## src/rtl/alz_pkg.sv

```systemverilog
// Shared constants and carrier types for the ambient light zone controller.
// Assumes one 125 MHz clock; all configuration arrives on plain ports.
package alz_pkg;

  // ----------------------------------------------------------------
  // Timing
  // ----------------------------------------------------------------
  localparam int CLK_PERIOD_PS = 8000;
  localparam int CONV_TIME_NS = 140000;
  localparam int CONV_CYC = (CONV_TIME_NS * 1000) / CLK_PERIOD_PS;
  localparam int CONV_CNT_W = 16;
  localparam int FAST_TIME_NS = 1100000;
  // Fast start-up period rounded up to a whole number of samples
  localparam int FAST_SAMPLES = (FAST_TIME_NS + CONV_TIME_NS - 1) / CONV_TIME_NS;
  localparam logic [3:0] FAST_SHIFT = 4'h3;
  localparam logic [1:0] FAST_PERIODS_LAST = 2'h2;
  // Normal periods hold 2^(sel+3) samples: 8 up to 1024
  localparam logic [3:0] AVG_BASE_SHIFT = 4'h3;

  // ----------------------------------------------------------------
  // Widths and fields
  // ----------------------------------------------------------------
  localparam int CODE_W = 8;
  localparam int ACC_W = 18;
  localparam int SCNT_W = 10;
  localparam int CUR_W = 11;
  localparam int NUM_ZONES = 5;
  localparam int NUM_BOUNDS = 4;
  localparam int NUM_BANKS = 3;
  localparam logic [CUR_W-1:0] CUR_STEP_UA = 11'h036;
  localparam logic [4:0] RES_HIZ_CODE = 5'h00;
  localparam logic [2:0] ZONE_LOW = 3'h0;
  localparam logic [2:0] ZONE_TOP = 3'h4;

  typedef enum logic [1:0] {
    SEL_AVG = 2'h0,
    SEL_MAX = 2'h1,
    SEL_ONE = 2'h2,
    SEL_TWO = 2'h3
  } alz_insel_e;

  typedef enum logic [1:0] {
    ST_IDLE = 2'h0,
    ST_FAST = 2'h1,
    ST_RUN = 2'h3
  } alz_state_e;

  typedef struct packed {
    logic sense_en;
    alz_insel_e input_sel;
    logic [2:0] avg_sel;
    logic [4:0] res_sel_one;
    logic [4:0] res_sel_two;
  } alz_cfg_s;

  typedef struct packed {
    logic [CODE_W-1:0] high;
    logic [CODE_W-1:0] low;
  } alz_bound_s;

  typedef struct packed {
    logic als_mode;
    logic [2:0] manual_sel;
    logic [NUM_ZONES-1:0] pwm_zone_en;
    logic [NUM_ZONES-1:0][CODE_W-1:0] target;
  } alz_bank_cfg_s;

endpackage

```

## src/rtl/alz_top.sv

```systemverilog
// Ambient light sensing, averaging, zone classification and bank targets.
// Assumes the sensor front end delivers each input as an 8-bit code from
// outside the clock domain; configuration ports are on the same clock.
`timescale 1ns/1ps

// Behaviour
// - In sensing mode each bank with als_mode set follows the measured light; the others keep a fixed pick.
// - Five-bit resistor select per input; code zero makes that input high impedance.
// - Each resistor code step adds 54 uA of allowed sensor current.
// - Sensing disabled forces both inputs high impedance whatever the resistor code.
// - Four shared boundaries split the light scale into five zones.
// - Each bank has five zone targets; in als_mode the current zone picks the target, otherwise manual_sel does.
// - Boundaries are 8-bit codes on the converter scale.
// - Each boundary has high and low thresholds giving hysteresis.
// - Five per-bank bits enable the PWM input per zone.
// - Two-bit select picks average, maximum, input one or input two.
// - Inputs are combined before conversion.
// - Enabling sensing starts continuous conversion.
// - Conversions run at a fixed rate, one fixed interval each.
// - Converter readback refreshes after every conversion while sensing.
// - Eight selectable averaging periods.
// - Averager output is the mean of all samples in the period.
// - Averaged result is readable.
// - Start-up begins in zone zero with short fast averaging periods.
// - Lowest PWM enable bit belongs to zone zero, upward from there.
module alz_top #(
  parameter int CONV_CYCLES = alz_pkg::CONV_CYC
) (
  input wire logic CLK_I,
  input wire logic RST_N_I,
  input wire alz_pkg::alz_cfg_s CFG_I,
  input wire alz_pkg::alz_bound_s [3:0] BOUND_I,
  input wire alz_pkg::alz_bank_cfg_s [2:0] BANK_CFG_I,
  input wire logic [7:0] LIGHT_INPUT_ONE_I,
  input wire logic [7:0] LIGHT_INPUT_TWO_I,
  output logic LIGHT_ONE_HIZ_O,
  output logic LIGHT_TWO_HIZ_O,
  output logic [10:0] LIGHT_ONE_CUR_UA_O,
  output logic [10:0] LIGHT_TWO_CUR_UA_O,
  output logic [7:0] ADC_CODE_O,
  output logic CONV_DONE_O,
  output logic [7:0] AVG_CODE_O,
  output logic AVG_DONE_O,
  output logic FAST_START_O,
  output logic [2:0] ZONE_O,
  output logic [2:0][7:0] BANK_TARGET_O,
  output logic [2:0] BANK_PWM_EN_O
);

  // ----------------------------------------------------------------
  // Input synchronisers
  // ----------------------------------------------------------------
  logic [7:0] one_s1_r;
  logic [7:0] one_s2_r;
  logic [7:0] two_s1_r;
  logic [7:0] two_s2_r;

  always_ff @(posedge CLK_I) begin
    if (!RST_N_I) begin
      one_s1_r <= 8'h00;
      one_s2_r <= 8'h00;
      two_s1_r <= 8'h00;
      two_s2_r <= 8'h00;
    end else begin
      one_s1_r <= LIGHT_INPUT_ONE_I;
      one_s2_r <= one_s1_r;
      two_s1_r <= LIGHT_INPUT_TWO_I;
      two_s2_r <= two_s1_r;
    end
  end

  // ----------------------------------------------------------------
  // Sensor pin control
  // ----------------------------------------------------------------
  always_ff @(posedge CLK_I) begin
    if (!RST_N_I) begin
      LIGHT_ONE_HIZ_O <= 1'b1;
      LIGHT_TWO_HIZ_O <= 1'b1;
      LIGHT_ONE_CUR_UA_O <= 11'h000;
      LIGHT_TWO_CUR_UA_O <= 11'h000;
    end else begin
      LIGHT_ONE_HIZ_O <= !CFG_I.sense_en || CFG_I.res_sel_one == alz_pkg::RES_HIZ_CODE;
      LIGHT_TWO_HIZ_O <= !CFG_I.sense_en || CFG_I.res_sel_two == alz_pkg::RES_HIZ_CODE;
      LIGHT_ONE_CUR_UA_O <= 11'(CFG_I.res_sel_one * alz_pkg::CUR_STEP_UA);
      LIGHT_TWO_CUR_UA_O <= 11'(CFG_I.res_sel_two * alz_pkg::CUR_STEP_UA);
    end
  end

  // ----------------------------------------------------------------
  // Input select stage, ahead of the converter
  // ----------------------------------------------------------------
  logic [8:0] pair_sum;
  logic [7:0] mix_code;

  always_comb begin
    pair_sum = {1'b0, one_s2_r} + {1'b0, two_s2_r};
    case (CFG_I.input_sel)
      alz_pkg::SEL_AVG: mix_code = pair_sum[8:1];
      alz_pkg::SEL_MAX: mix_code = (one_s2_r > two_s2_r) ? one_s2_r : two_s2_r;
      alz_pkg::SEL_ONE: mix_code = one_s2_r;
      default: mix_code = two_s2_r;
    endcase
  end

  // ----------------------------------------------------------------
  // Converter timebase and readback
  // ----------------------------------------------------------------
  localparam logic [15:0] CONV_LAST = 16'(CONV_CYCLES - 1);
  logic [15:0] conv_cnt_r;
  logic conv_end;

  assign conv_end = CFG_I.sense_en && conv_cnt_r == CONV_LAST;

  always_ff @(posedge CLK_I) begin
    if (!RST_N_I) begin
      conv_cnt_r <= 16'h0000;
    end else if (!CFG_I.sense_en || conv_end) begin
      conv_cnt_r <= 16'h0000;
    end else begin
      conv_cnt_r <= conv_cnt_r + 16'h0001;
    end
  end

  always_ff @(posedge CLK_I) begin
    if (!RST_N_I) begin
      ADC_CODE_O <= 8'h00;
      CONV_DONE_O <= 1'b0;
    end else begin
      CONV_DONE_O <= conv_end;
      if (conv_end) begin
        ADC_CODE_O <= mix_code;
      end
    end
  end

  // ----------------------------------------------------------------
  // Start-up sequencing
  // ----------------------------------------------------------------
  alz_pkg::alz_state_e st_r;
  logic [1:0] fast_cnt_r;
  logic fast_mode;

  // Fast averaging also covers the first cycle before the state moves
  assign fast_mode = st_r != alz_pkg::ST_RUN;

  always_ff @(posedge CLK_I) begin
    if (!RST_N_I) begin
      st_r <= alz_pkg::ST_IDLE;
      fast_cnt_r <= 2'h0;
    end else if (!CFG_I.sense_en) begin
      st_r <= alz_pkg::ST_IDLE;
      fast_cnt_r <= 2'h0;
    end else begin
      case (st_r)
        alz_pkg::ST_IDLE: begin
          st_r <= alz_pkg::ST_FAST;
        end
        alz_pkg::ST_FAST: begin
          if (AVG_DONE_O) begin
            fast_cnt_r <= fast_cnt_r + 2'h1;
            if (fast_cnt_r == alz_pkg::FAST_PERIODS_LAST) begin
              st_r <= alz_pkg::ST_RUN;
            end
          end
        end
        alz_pkg::ST_RUN: begin
          st_r <= alz_pkg::ST_RUN;
        end
        default: begin
          st_r <= alz_pkg::ST_IDLE;
        end
      endcase
    end
  end

  always_ff @(posedge CLK_I) begin
    if (!RST_N_I) begin
      FAST_START_O <= 1'b0;
    end else begin
      FAST_START_O <= CFG_I.sense_en && fast_mode;
    end
  end

  // ----------------------------------------------------------------
  // Averager
  // ----------------------------------------------------------------
  // Power-of-two sample counts keep the divide to a shift
  logic [17:0] acc_r;
  logic [9:0] scnt_r;
  logic [3:0] shift;
  logic [9:0] scnt_last;
  logic [17:0] acc_sum;
  logic per_last;

  always_comb begin
    shift = fast_mode ? alz_pkg::FAST_SHIFT : alz_pkg::AVG_BASE_SHIFT + {1'b0, CFG_I.avg_sel};
    scnt_last = 10'((11'h001 << shift) - 11'h001);
    acc_sum = acc_r + {10'h000, mix_code};
    per_last = scnt_r == scnt_last;
  end

  always_ff @(posedge CLK_I) begin
    if (!RST_N_I) begin
      acc_r <= 18'h0_0000;
      scnt_r <= 10'h000;
      AVG_CODE_O <= 8'h00;
      AVG_DONE_O <= 1'b0;
    end else if (!CFG_I.sense_en) begin
      acc_r <= 18'h0_0000;
      scnt_r <= 10'h000;
      AVG_DONE_O <= 1'b0;
    end else begin
      AVG_DONE_O <= conv_end && per_last;
      if (conv_end && per_last) begin
        AVG_CODE_O <= 8'(acc_sum >> shift);
        acc_r <= 18'h0_0000;
        scnt_r <= 10'h000;
      end else if (conv_end) begin
        acc_r <= acc_sum;
        scnt_r <= scnt_r + 10'h001;
      end
    end
  end

  // ----------------------------------------------------------------
  // Zone classification with hysteresis
  // ----------------------------------------------------------------
  logic [3:0] above_high;
  logic [3:0] not_below_low;
  logic [2:0] up_cnt;
  logic [2:0] keep_cnt;

  genvar gi;
  generate
    for (gi = 0; gi < alz_pkg::NUM_BOUNDS; gi++) begin : g_bound
      alz_bound_cmp u_cmp (
        .code_i(AVG_CODE_O),
        .bound_i(BOUND_I[gi]),
        .above_high_o(above_high[gi]),
        .not_below_low_o(not_below_low[gi])
      );
    end
  endgenerate

  always_comb begin
    up_cnt = 3'h0;
    keep_cnt = 3'h0;
    for (int i = 0; i < alz_pkg::NUM_BOUNDS; i++) begin
      up_cnt = up_cnt + {2'h0, above_high[i]};
      keep_cnt = keep_cnt + {2'h0, not_below_low[i]};
    end
  end

  always_ff @(posedge CLK_I) begin
    if (!RST_N_I) begin
      ZONE_O <= alz_pkg::ZONE_LOW;
    end else if (!CFG_I.sense_en) begin
      ZONE_O <= alz_pkg::ZONE_LOW;
    end else if (AVG_DONE_O) begin
      if (up_cnt > ZONE_O) begin
        ZONE_O <= up_cnt;
      end else if (keep_cnt < ZONE_O) begin
        ZONE_O <= keep_cnt;
      end
    end
  end

  // ----------------------------------------------------------------
  // Control bank targets and PWM enables
  // ----------------------------------------------------------------
  logic [2:0][2:0] bank_idx;

  always_comb begin
    for (int b = 0; b < alz_pkg::NUM_BANKS; b++) begin
      if (BANK_CFG_I[b].als_mode) begin
        bank_idx[b] = ZONE_O;
      end else if (BANK_CFG_I[b].manual_sel[2]) begin
        bank_idx[b] = alz_pkg::ZONE_TOP;
      end else begin
        bank_idx[b] = {1'b0, BANK_CFG_I[b].manual_sel[1:0]};
      end
    end
  end

  always_ff @(posedge CLK_I) begin
    if (!RST_N_I) begin
      BANK_TARGET_O <= '0;
      BANK_PWM_EN_O <= 3'h0;
    end else begin
      for (int b = 0; b < alz_pkg::NUM_BANKS; b++) begin
        BANK_TARGET_O[b] <= BANK_CFG_I[b].target[bank_idx[b]];
        BANK_PWM_EN_O[b] <= BANK_CFG_I[b].pwm_zone_en[bank_idx[b]];
      end
    end
  end

  logic [15:0] gap_r;
  logic gap_ok_r;

  // Independent spacing counter between conversions
  always_ff @(posedge CLK_I) begin
    if (!RST_N_I || !CFG_I.sense_en || conv_end) begin
      gap_r <= 16'h0000;
    end else begin
      gap_r <= gap_r + 16'h0001;
    end
  end

  always_ff @(posedge CLK_I) begin
    if (!RST_N_I) begin
      gap_ok_r <= 1'b0;
    end else begin
      gap_ok_r <= CFG_I.sense_en;
    end
  end
endmodule

```

## src/rtl/alz_bound_cmp.sv

```systemverilog
// One zone boundary comparator: upper threshold and lower threshold.
// Assumes the averaged code and thresholds share one 8-bit scale.
`timescale 1ns/1ps
module alz_bound_cmp (
  input wire logic [7:0] code_i,
  input wire alz_pkg::alz_bound_s bound_i,
  output logic above_high_o,
  output logic not_below_low_o
);

  // Strictly above high moves up; strictly below low moves down
  assign above_high_o = code_i > bound_i.high;
  assign not_below_low_o = code_i >= bound_i.low;

endmodule

```

## config.mk

```make
export PLATFORM = sky130hd
export DESIGN_NAME = alz_top
export DESIGN_NICKNAME = d
export VERILOG_FILES = /design/src/rtl/alz_pkg.sv /design/src/rtl/alz_top.sv /design/src/rtl/alz_bound_cmp.sv
export SDC_FILE = /design/constraint.sdc
export NUM_CORES = 1
export LEC_CHECK = 0
export BUFFER_PORTS_ARGS = -buffer_cell sky130_fd_sc_hd__clkbuf_2
export CAP_MARGIN = 20
export CORE_ASPECT_RATIO = 1.4
export CORE_MARGIN = 8
export CORE_UTILIZATION = 30
export DETAILED_ROUTE_END_ITERATION = 7
export RECOVER_POWER = 25
export SLEW_MARGIN = 0
export SYNTH_ARGS = -nofsm -noshare
export SYNTH_HDL_FRONTEND = slang
export SYNTH_SLANG_ARGS = --single-unit
```

## constraint.sdc

```tcl
create_clock -name CLK_I -period 6.4 [get_ports CLK_I]
set_input_delay 1.28 -clock CLK_I [delete_from_list [all_inputs] [get_ports CLK_I]]
set_output_delay 1.28 -clock CLK_I [all_outputs]
set_load 0.005 [all_outputs]
```

Word-level counts from Yosys, hierarchy flattened --
Index checks and enable logic that the tools add are counted.
Storage, ports and cells: register bits 153, output and inout port bits 73, word-level logic and storage cells 113
Cells by class: $add $sub $neg 13, $mul 2, $lt $le $gt $ge 14, equal/unequal tests 10, shifts and indexed selects 2, mux-type cells 26, bitwise gates (word level) 2, reductions and logical operators 19
Operators by type and width (number):
- binary-select mux 8 bit (select 3 bit) | 3
- > comparator 8 bit | 5
- greater-or-equal comparator 8 bit | 4
- 2-to-1 mux 8 bit | 4
- 2-to-1 mux 3 bit | 8
- case mux 8 bit (3 select lines) | 1
- multiplier 5 x 5 -> 10 bit (second input constant) | 2
- adder 18 x 8 -> 18 bit | 1
- right shift 18 x 4 -> 8 bit | 1
- adder 16 x 1 -> 16 bit (second input constant) | 1
- == test 16 x 15 -> 1 bit (second input constant) | 1
- less-than comparator 3 x 4 -> 1 bit (second input constant) | 3
- adder 10 x 1 -> 10 bit (second input constant) | 1
- == test 10 bit | 1
- logical NOT 5 bit | 2
- AND reduction 2 bit | 5
- << shifter 1 x 4 -> 10 bit (first input constant) | 1
- subtractor 10 x 1 -> 10 bit (second input constant) | 1
- adder 8 x 8 -> 9 bit | 1
- binary-select mux 1 bit (select 3 bit) | 3
- adder 2 x 1 -> 3 bit | 2
- adder 3 x 1 -> 3 bit | 2
- == test 2 bit (second input constant) | 3
- inequality test 2 bit (second input constant) | 3
- 18 further kinds | 29

Longest topological paths before layout --
Gate-level depths: netlist of the first run.
depth in word-level cells 7, mapped depth 22, mapped depth without buffers 22

Cells and area by module --
A second synthesis of the first run with hierarchy kept.
Second synthesis, totals: cells, all modules 1333, area, all modules 11742.5 um^2
By module, submodules not included:
- alz_top | instances 1, cells each 1133, area an instance 10186.0 um^2, seq. area each 3022.9 um^2
- alz_bound_cmp | instances 4, cells each 50, area an instance 389.1 um^2, seq. area each 0.0 um^2

Least setup slack after synthesis of the first run --
Ideal clock, no wire load.
kind input to register, start point in CFG_I[10] (netlist name), end point reg AVG_CODE_O[5], library setup time 117 ps, data arrival time 5095 ps, required time 6283 ps, slack 1188 ps, stages 19, path buffers 5, cells stage by stage clkbuf_1 buf_2 inv_1 ha_1 clkbuf_1 nand2_1 nor2_1 o21ai_0 ha_1 clkbuf_1 xnor2_1 a21oi_1 nand4b_1 or4_4 a2111oi_4 buf_4 o221ai_2 a211oi_2 nor2_1
Between the ends: longest elaborated chain between the ends 7, elaborated cells on any way between the ends 8, those cells by class 2 x add/sub; 1 x eq/ne; 2 x shift; 1 x mux; 2 x reduce/logical
Ends and longest elaborated chain:
- from (decl) | line alz_top.sv:31 | input wire alz_pkg::alz_cfg_s CFG_I,
- adder 2 x 3 -> 4 bit * | line alz_top.sv:196 | shift = fast_mode ? alz_pkg::FAST_SHIFT : alz_pkg::AVG_BASE_SHIFT + {1'b0, CFG_I.avg_sel};
- 2-to-1 mux 4 bit * | line alz_top.sv:196
- << shifter 1 x 4 -> 10 bit | line alz_top.sv:197 | scnt_last = 10'((11'h001 << shift) - 11'h001);
- subtractor 10 x 1 -> 10 bit | line alz_top.sv:197
- == test 10 bit | line alz_top.sv:199 | per_last = scnt_r == scnt_last;
- logical AND 1 bit | line alz_top.sv:214 | if (conv_end && per_last) begin
- AND reduction 2 bit (no line)
- to (signal assigned) | line alz_top.sv:215 | AVG_CODE_O <= 8'(acc_sum >> shift);
- to (decl) | line alz_top.sv:42 | output logic [7:0] AVG_CODE_O,
Mark *: on every way between the ends. The rest lies on a longest branch, timed or not. A chain may end at the register's enable or synchronous reset.

Worst setup path in the final report of the first run --
start point in CFG_I[10] (netlist name), end point reg AVG_CODE_O[1]
The elaborated chain is that of the path after synthesis.

==> results.yml, run 1 <==
routing:
  drtPass1Iterations: 6
  via_per_inst: 5.134
  drt-initial-drc-count: 610
  routedWlPerCell_um: 19.13
  drc: 0
  wirelength_mm: 40.57
  vias: 10889
  drtAntennaViolNets: 0
global_route:
  antenna_found_initial: 2
  grt_max_degree: 64
  grt_pass1_wl_mm: 61.98
  grt_usage_pct: 17.70
  overflow: 0
  grt_pass1_vias: 11100
power:
  peakVddDrop_mv: 0.1859
  p_per_area_nw_per_um2: 181.0
  p_leak_uw: 0.006657
critical_path:
  cp.arrival_ps: 5500
  cp_slowest_cell: "a2111oi_4"
  cp_top_family: "compound AO/OA/AOI/OAI gates"
  r2r_slack_ps: 1560
  path_cells: "clkbuf_2 -> inv_1 -> ha_1 -> nor2b_1 -> o21ai_0 -> ha_1 -> xnor2_1 -> a21oi_1 -> nand4b_1 -> or4_4 -> a2111oi_4 -> o311ai_1 -> a2111oi_2 -> nor2_1"
  critical_path_required_ps: 6730
  cp_max_fo: 18
  reg2reg_depth: 20
  critPathCaptureType: "register"
  path_depth: 14
  crit_path_start_kind: "input pin"
  path_buf_inv: 2
  crit_top_cell: "ha_1"
  timing_worst_setup_path_type: "in2reg"
  critPathMaxStageDelay_ps: 580
clock_tree:
  cts.sinks: 151
  clk_pin_slew_ps: 70
  cts_buffers: 17
  cts_buffer_depth: 2
  ctsResizeCount: 0
  htreeDepth: 4
  cts_root_buf: "clkbuf_16"
  ctsHoldBuffers: 0
  clock_latency_ps: 440
  cts_tree: "built"
  cts_setup_buffers: 0
synth:
  synth_area_um2: 11490
  synth_warnings: 0
  synth.most_common_cell: "dfxtp_1"
  synth_top_area_share_pct: 26.31
  synth_commonest_cells: "dfxtp_1 (151), ha_1 (146), nor2_1 (122)"
  ys_top_cells_by_area: "dfxtp_1 (26%), ha_1 (16%), mux4_2 (5.3%)"
  ys_ff_latch: 151
  async_reset_ff_share_pct: 0
  avgSynthCellArea_um2: 8.644
  synth.distinct_cells: 83
  synth_edf_count: 0
  synth_flop_cell: "dfxtp_1"
  yosysSeqAreaShare_pct: 26.31
  yosysTopAreaCell: "dfxtp_1"
  synthCells: 1329
placement:
  port_buffers: 315
  place_hpwl_mm: 33.56
  gp_congestion: 1.001
  place_inst: 2088
timing:
  finalSetupTns_ps: 0
  setup_violations: 0
  hold_viol_final: 0
  tightest_slew_ps: 1748
  max_freq_mhz: 193.3
  finalMaxSlewViolations: 39
  fin_crit_sh_pct: 80.83
  slew_headroom_pct: -16.53
  timing.hold.ws_ps: 432.2
  rsz0062_at_grt: "no"
  period_needed_ps: 5173
  clock_skew_ps: 9.213
floorplanning:
  io_pins: 318
  dieArea_um2: 44900
  row_count: 85
  start_util_pct: 30.17
  fp.dieW_um: 181.4
  die_h_um: 247.5
  coreArea_um2: 38070
layout:
  layout.cells.non_filler: 2121
  final-seq-area_um2: 3023
  multi_input_area_um2: 7807
  finish.utilization_pct: 37.06
  area_growth_pct: 22.83
  drive_above_1_share_pct: 22.17
  final_nets: 2030
  fillers: 3969
min_path:
  hold_path_class: "reg2reg"
  hold_path_depth: 1
job:
  max-cap-violations: 1
outcome:
  status: "finished with violations"
  violations: "capacitance limit, slew limit"
## power by group
part	switching [uW]	internal [uW]	total, uW	leakage (uW)
registers	20.2	990	1010	0.00124
clock network	464	565	1030	0.000293
logic	268	246	514	0.00513
## layout by cell type, fill, tap and decap left out, types with 5 or more instances in the layout
| master | synthesis | layout |
|---|---|---|
| nand4_1 | 24 | 24 |
| fa_1 | 10 | 10 |
| and3_1 | 14 | 14 |
| o21a_1 | 8 | 8 |
| o21ai_0 | 48 | 48 |
| inv_1 | 118 | 118 |
| nor2b_1 | 41 | 41 |
| a21o_1 | 28 | 28 |
| clkbuf_16 | 0 | 17 |
| nand3_1 | 23 | 23 |
| a21oi_1 | 70 | 70 |
| o21bai_1 | 10 | 10 |
| buf_4 | 6 | 17 |
| nor3_1 | 15 | 15 |
| nor2_1 | 122 | 122 |
| xnor2_1 | 37 | 37 |
| o211ai_1 | 9 | 9 |
| a31oi_1 | 11 | 11 |
| nor3b_1 | 8 | 8 |
| mux4_2 | 27 | 27 |
| inv_8 | 0 | 5 |
| or3_1 | 7 | 7 |
| mux2i_1 | 14 | 14 |
| and2_1 | 59 | 59 |
| a211oi_1 | 16 | 16 |
| nand2b_1 | 18 | 18 |
| clkbuf_1 | 42 | 52 |
| or2_2 | 6 | 6 |
| ha_1 | 146 | 146 |
| nand2_1 | 74 | 74 |
| a22oi_1 | 32 | 32 |
| clkbuf_2 | 0 | 263 |
| dfxtp_1 | 151 | 151 |
| xor2_1 | 36 | 36 |
## layer usage
metal | vias up | global-route usage, % | routed length [um]
li1 | 5322 | - | -
met1 | 5039 | 18.66 | 15980
met2 | 441 | 32.13 | 19880
met3 | 85 | 4.028 | 2481
met4 | 2 | 10.17 | 2218
met5 | - | 0 | 13
## sequential cells by signal, summed over array words and instances, names as in the netlist, 10 cells and up
name	cells
LIGHT_TWO_CUR_UA_O	10
acc_r	18
conv_cnt_r	16
scnt_r	10
LIGHT_ONE_CUR_UA_O	10
BANK_TARGET_O	24
## kinds of logic (layout without fill, tap and decap cells)
| family | count (synthesis) | count (layout) | share of synthesized area [%] |
|---|---|---|---|
| AND/OR/NAND/NOR | 436 | 436 | 19.97 |
| AO/OA/AOI/OAI | 297 | 297 | 17.71 |
| buffers and inverters | 170 | 482 | 5.761 |
| adder cells (fa/ha/maj) | 156 | 156 | 17.64 |
| flip-flops | 151 | 151 | 26.31 |
| XOR/XNOR | 74 | 74 | 5.761 |
| multiplexers | 44 | 44 | 6.807 |
| other | 1 | 3 | 0.03264 |
## stage by stage
| stage | worst slack [ps] | power, uW | cell area [um^2] |
|---|---|---|---|
| after floorplan | 1188 | 1336 | 11490 |
| after global placement | 954.0 | 1547 | 13580 |
| after detailed placement | 801.7 | 1554 | 13580 |
| after CTS | 1265 | 2602 | 14170 |
| after global routing | 917.0 | 2688 | 14110 |
| final | 1227 | 2554 | 14110 |
## final timing paths
kind / startpoint / end
setup / recovery: CFG_I[10] / AVG_CODE_O[1]
hold / removal: two_s1_r[5] / two_s2_r[5]
setup reg to reg: two_s2_r[1] / AVG_CODE_O[1]
hold reg to reg: two_s1_r[5] / two_s2_r[5]
## area by class of cell
| type | instances | share of cell area (%) |
|---|---|---|
| repair buffers | 332 | 11.62 |
| flip-flops and latches | 151 | 21.42 |
| multi-input cells | 1009 | 55.33 |
| clock inverters | 14 | 1.126 |
| inverters | 118 | 3.139 |
| diodes | 1 | 0.01773 |
| clock buffers | 18 | 3.112 |
| well taps | 478 | 4.238 |
(Power assumes the default switching activity.)
==> run 2, diff against run 1 <==
- clock period: 6.4 -> 4.15 ns (I/O delays scaled with it)
==> run 2 against run 1 <==
  * The run still ends with capacitance limit, slew limit left
  * Routed wire length fell by 2.0%
  * Clock power rose by 50%
  * Count of clock-buffer cells in the layout fell by 1
  * Design area rose by 14%
  * Critical path depth rose by 10
  * Flip-flop and latch count did not move
  * Global-route usage fell by 0.81 points
  * Sequential share of layout area fell by 2.6 points
  * Combinational power rose by 78%
  * Register-to-register slack got worse by 1500 ps
  * Clock skew rose by 14 ps
==> results.yml, run 2 (same netlist as run 1, synthesis figures left out) <==
critical_path:
  crit_path_start_kind: "register"
  critPathMaxStageDelay_ps: 370
  critical_path_required_ps: 4470
  r2r_slack_ps: 20
  critPathCaptureType: "register"
  crit_top_cell: "buf_4"
  timing_worst_setup_path_type: "reg2reg"
  cp_top_family: "compound AO/OA/AOI/OAI gates"
  cp_slowest_cell: "a311oi_1"
  path_buf_inv: 7
  cp.arrival_ps: 4450
  cp_max_fo: 6
  path_cells: "inv_2 -> ha_4 -> nor2b_4 -> o21a_1 -> o21a_1 -> o21bai_1 -> a211oi_2 -> buf_4 -> buf_4 -> o211ai_1 -> and2_4 -> ha_4 -> a211oi_2 -> buf_4 -> buf_12 -> nor3_4 -> buf_6 -> o21ai_1 -> a31oi_2 -> a311oi_1 -> buf_4 -> nor3_2 -> and4b_1 -> a21oi_1"
timing:
  tightest_slew_ps: 2026
  slew_headroom_pct: -35.06
  fin_crit_sh_pct: 99.50
  rsz0062_at_grt: "yes"
  max_freq_mhz: 242.2
  clock_skew_ps: 22.87
  period_needed_ps: 4129
  hold_viol_final: 0
  setup_violations: 0
  finalMaxSlewViolations: 57
  finalSetupTns_ps: 0
  timing.hold.ws_ps: 432.5
layout:
  layout.cells.non_filler: 2287
  area_growth_pct: 40.58
  final_nets: 2196
  drive_above_1_share_pct: 37.44
  largest_register_ffs: 24
  regMostFlops: "BANK_TARGET_O"
  fillers: 3788
  design_area_um2: 16150
  final_common_cell: "clkbuf_2"
  top_regs: "BANK_TARGET_O: 24 flops, acc_r: 18 flops, conv_cnt_r: 16 flops"
  finish.utilization_pct: 42.42
  final_cell_mix: "clkbuf_2 (298), buf_4 (170), dfxtp_1 (144)"
global_route:
  grt_pass1_vias: 11796
  grt_usage_pct: 16.90
  antenna_found_initial: 2
  grt_max_degree: 57
  grt_pass1_wl_mm: 61.01
  overflow: 0
placement:
  dpl_cell_area_um2: 14770
  port_buffers: 315
  place_inst: 2234
  gp_congestion: 0.9360
  place_hpwl_mm: 32.21
floorplanning:
  die_h_um: 247.5
  io_pins: 318
  row_count: 85
  start_util_pct: 30.17
  coreArea_um2: 38070
  dieArea_um2: 44900
  fp.dieW_um: 181.4
job:
  max-cap-violations: 1
routing:
  drtAntennaViolNets: 0
  drt-initial-drc-count: 489
  drc: 0
  drtPass1Iterations: 5
  vias: 11456
  wirelength_mm: 39.78
  via_per_inst: 5.009
  routedWlPerCell_um: 17.39
clock_tree:
  cts_buffers: 17
  ctsHoldBuffers: 0
  clock_latency_ps: 450
  cts_root_buf: "clkbuf_16"
  cts_buffer_depth: 2
  cts.sinks: 151
  cts_tree: "built"
  clk_pin_slew_ps: 70
  htreeDepth: 4
power:
  peakVddDrop_mv: 0.2811
  p_leak_uw: 0.007703
  p_per_area_nw_per_um2: 249.0
outcome:
  status: "finished with violations"
  violations: "capacitance limit, slew limit"
min_path:
  hold_path_class: "reg2reg"
run 2: path summary, 6_finish.rpt:
check / startpoint / to / depth (start not counted)
max: two_s2_r[1] / AVG_CODE_O[2] / 24
min: two_s1_r[4] / two_s2_r[4] / 1
max reg2reg: two_s2_r[1] / AVG_CODE_O[2] / 24
min reg2reg: two_s1_r[4] / two_s2_r[4] / 1
run 2: power breakdown:
| part | total [uW] | switching (uW) | internal (uW) | leakage [uW] |
|---|---|---|---|---|
| clock network | 1550 | 704 | 847 | 0.000281 |
| logic | 917 | 438 | 479 | 0.00618 |
| registers | 1550 | 27.2 | 1530 | 0.00124 |
| total | 4020 | 1170 | 2850 | 0.00770 |
run 2: stage by stage:
| stage | worst slack [ps] | power (uW) |
|---|---|---|
| after floorplan | 17.97 | 2067 |
| final | 20.81 | 4022 |
| after global routing | -237.7 | 4260 |
| after detailed placement | -357.8 | 2466 |
| after global placement | -299.6 | 2452 |
| after CTS | -6.831 | 4064 |
run 2: cell type report:
cell class                      count  area [um^2]  share of cell area, %
Tap cell                          478        598.1                  3.703
Clock buffer                       17        425.4                  2.634
Sequential cell                   151         3037                  18.80
Timing Repair Buffer              498         3012                  18.65
Inverter                          118        447.9                  2.773
Multi-Input combinational cell   1009         8472                  52.46
Antenna cell                        1        2.502                0.01549
Clock inverter                     15        156.4                 0.9684
run 2: what timing repair did:
| item | 4_1_cts | 5_1_grt |
|---|---|---|
| gates resized for setup | 49 | 95 |
| setup buffers | 9 | 13 |
| setup endpoints to repair | 11 | 14 |
| hold endpoints to repair | 0 | 0 |
| pin swaps | 27 | 60 |
run 2: metal layers:
metal | global-route usage (%) | wire, um
met1 | 18.00 | 15650
met2 | 31.13 | 20640
met3 | 4.189 | 2122
met4 | 7.612 | 1357
met5 | 0 | 13
==> run 3, diff against run 2 <==
- CELL_PAD_IN_SITES_DETAIL_PLACEMENT: default -> 1
- CELL_PAD_IN_SITES_GLOBAL_PLACEMENT: default -> 1
- PLACE_DENSITY_LB_ADDON: default -> 0.1
==> run 3 against run 2 <==
  * The run ends with setup timing left
  * Worst hold slack better by 0.67 ps
  * Fmax is 4.4% lower
  * Via count increased by 1.2%
  * Total power is 2.6% higher
  * Flip-flop and latch count did not move
  * Register-to-register slack worse by 190 ps
  * Clock skew fell by 8.3 ps
  * Sequential power is essentially flat
  * Die area stayed put
  * Critical path depth is 2 lower
  * Routed wire length grew 5.6%
==> results.yml, run 3 (same netlist as run 1, synthesis figures left out) <==
outcome:
  status: "finished with violations"
  violations: "setup timing"
global_route:
  grt_pass1_wl_mm: 65.69
  grt_usage_pct: 18.15
  antenna_found_initial: 1
  overflow: 0
  grt_max_degree: 99
  grt_pass1_vias: 12324
power:
  p_total_uw: 4128
  p_leak_uw: 0.007790
  peakVddDrop_mv: 0.2373
  p_per_area_nw_per_um2: 254.5
layout:
  top_regs: "BANK_TARGET_O: 24 flops, acc_r: 18 flops, conv_cnt_r: 16 flops"
  regMostFlops: "BANK_TARGET_O"
  final-seq-area_um2: 3032
  drive_above_1_share_pct: 37.42
  fillers: 4534
  multi_input_area_um2: 8484
  final_cell_mix: "clkbuf_2 (306), buf_4 (166), dfxtp_1 (146)"
  largest_register_ffs: 24
  final_nets: 2197
  area_growth_pct: 41.17
  final_common_cell: "clkbuf_2"
  layout.cells.non_filler: 2288
  finish.utilization_pct: 42.60
routing:
  vias: 11592
  routedWlPerCell_um: 18.36
  drtAntennaViolNets: 0
  drtPass1Iterations: 4
  via_per_inst: 5.066
  wirelength_mm: 42.01
  drt-initial-drc-count: 444
  drc: 0
timing:
  hold_viol_final: 0
  setup_violations: 11
  tightest_slew_ps: 830.6
  layout_setup_ws_ps: -170.7
  finalMaxSlewViolations: 0
  clock_skew_ps: 14.52
  rsz0062_at_grt: "yes"
  max_freq_mhz: 231.4
  fin_crit_sh_pct: 104.1
  period_needed_ps: 4321
  slew_headroom_pct: 43.04
critical_path:
  cp_max_fo: 5
  crit_path_start_kind: "register"
  cp.arrival_ps: 4680
  critPathCaptureType: "register"
  timing_worst_setup_path_type: "reg2reg"
  critical_path_required_ps: 4510
placement:
  gp_congestion: 0.8978
  port_buffers: 315
  place_hpwl_mm: 34.16
  place_inst: 2230
floorplanning:
  coreArea_um2: 38070
  start_util_pct: 30.17
  fp.dieW_um: 181.4
  row_count: 85
  die_h_um: 247.5
  io_pins: 318
  dieArea_um2: 44900
min_path:
  hold_path_class: "reg2reg"
clock_tree:
  htreeDepth: 4
  ctsHoldBuffers: 0
  cts.sinks: 151
  cts_tree: "built"
  cts_root_buf: "clkbuf_16"
  clk_pin_slew_ps: 70
  clock_latency_ps: 440
  cts_buffer_depth: 2
  cts_buffers: 17
job:
  max-cap-violations: 0
[run 3: report_power, final]
group	switching, uW	internal, uW
combinational	449	489
sequential	22.3	1530
clock	726	915
[run 3: metrics by stage]
| stage | setup slack, ps | setup TNS, ps | hold slack, ps | cell area [um^2] |
|---|---|---|---|---|
| floorplan | 17.97 | 0 | 411.9 | 11580 |
| global placement | -650.0 | -6664 | 417.2 | 14740 |
| detailed placement | -748.3 | -8705 | 420.8 | 14740 |
| CTS | -217.2 | -1655 | 437.1 | 15760 |
| global route | -398.3 | -3504 | 445.7 | 16220 |
| finish | -170.7 | -1382 | 433.2 | 16220 |
[run 3: final timing paths]
kind	startpoint	end	slack, ps	depth (start not counted)
min reg2reg	one_s1_r[4]	one_s2_r[4]	430	1
min	one_s1_r[4]	one_s2_r[4]	430	1
max	two_s2_r[1]	AVG_CODE_O[0]	-170	22
max reg2reg	two_s2_r[1]	AVG_CODE_O[0]	-170	22
[run 3: per-layer routing]
metal	track usage [%]	share of wire [%]	vias to the layer above
li1	-	-	5656
met1	19.86	40	5620
met2	34.27	53	255
met3	3.237	3.9	61
met4	6.984	2.5	0
met5	0	0	-
[run 3: timing repair]
action / 4_1_cts / 5_1_grt
gates cloned: 1 / 0
buffers inserted: 9 / 15
pin swaps: 30 / 68
setup endpoints to repair: 20 / 15
endpoints found under the hold margin: 0 / 0
resized for setup: 65 / 80
[run 3: layout make-up]
cell class | count | share of cell area [%]
diodes | 1 | 0.01543
clock buffers | 18 | 2.646
clock inverters | 14 | 1.142
inverters | 118 | 2.746
multi-input cells | 1010 | 52.31
flip-flops and latches | 151 | 18.69
well taps | 478 | 3.688
repair buffers | 498 | 18.75
[run 3: worst max-delay path: stages (launching register included)]
cell      delay [ps]
dfxtp_2          330
inv_2             50
ha_4             260
nor2b_4          120
o21a_1           110
o21a_1           170
o21bai_4         110
buf_6            130
a21o_4           220
or3b_4           380
o21ai_2           70
nor2_1            70
ha_1             320
buf_6            130
o211ai_1         140
buf_4            180
o211a_4          240
or3_4            410
xor2_4           170
nand2b_4         170
a31o_2           200
and3_1           160
a21oi_1          110
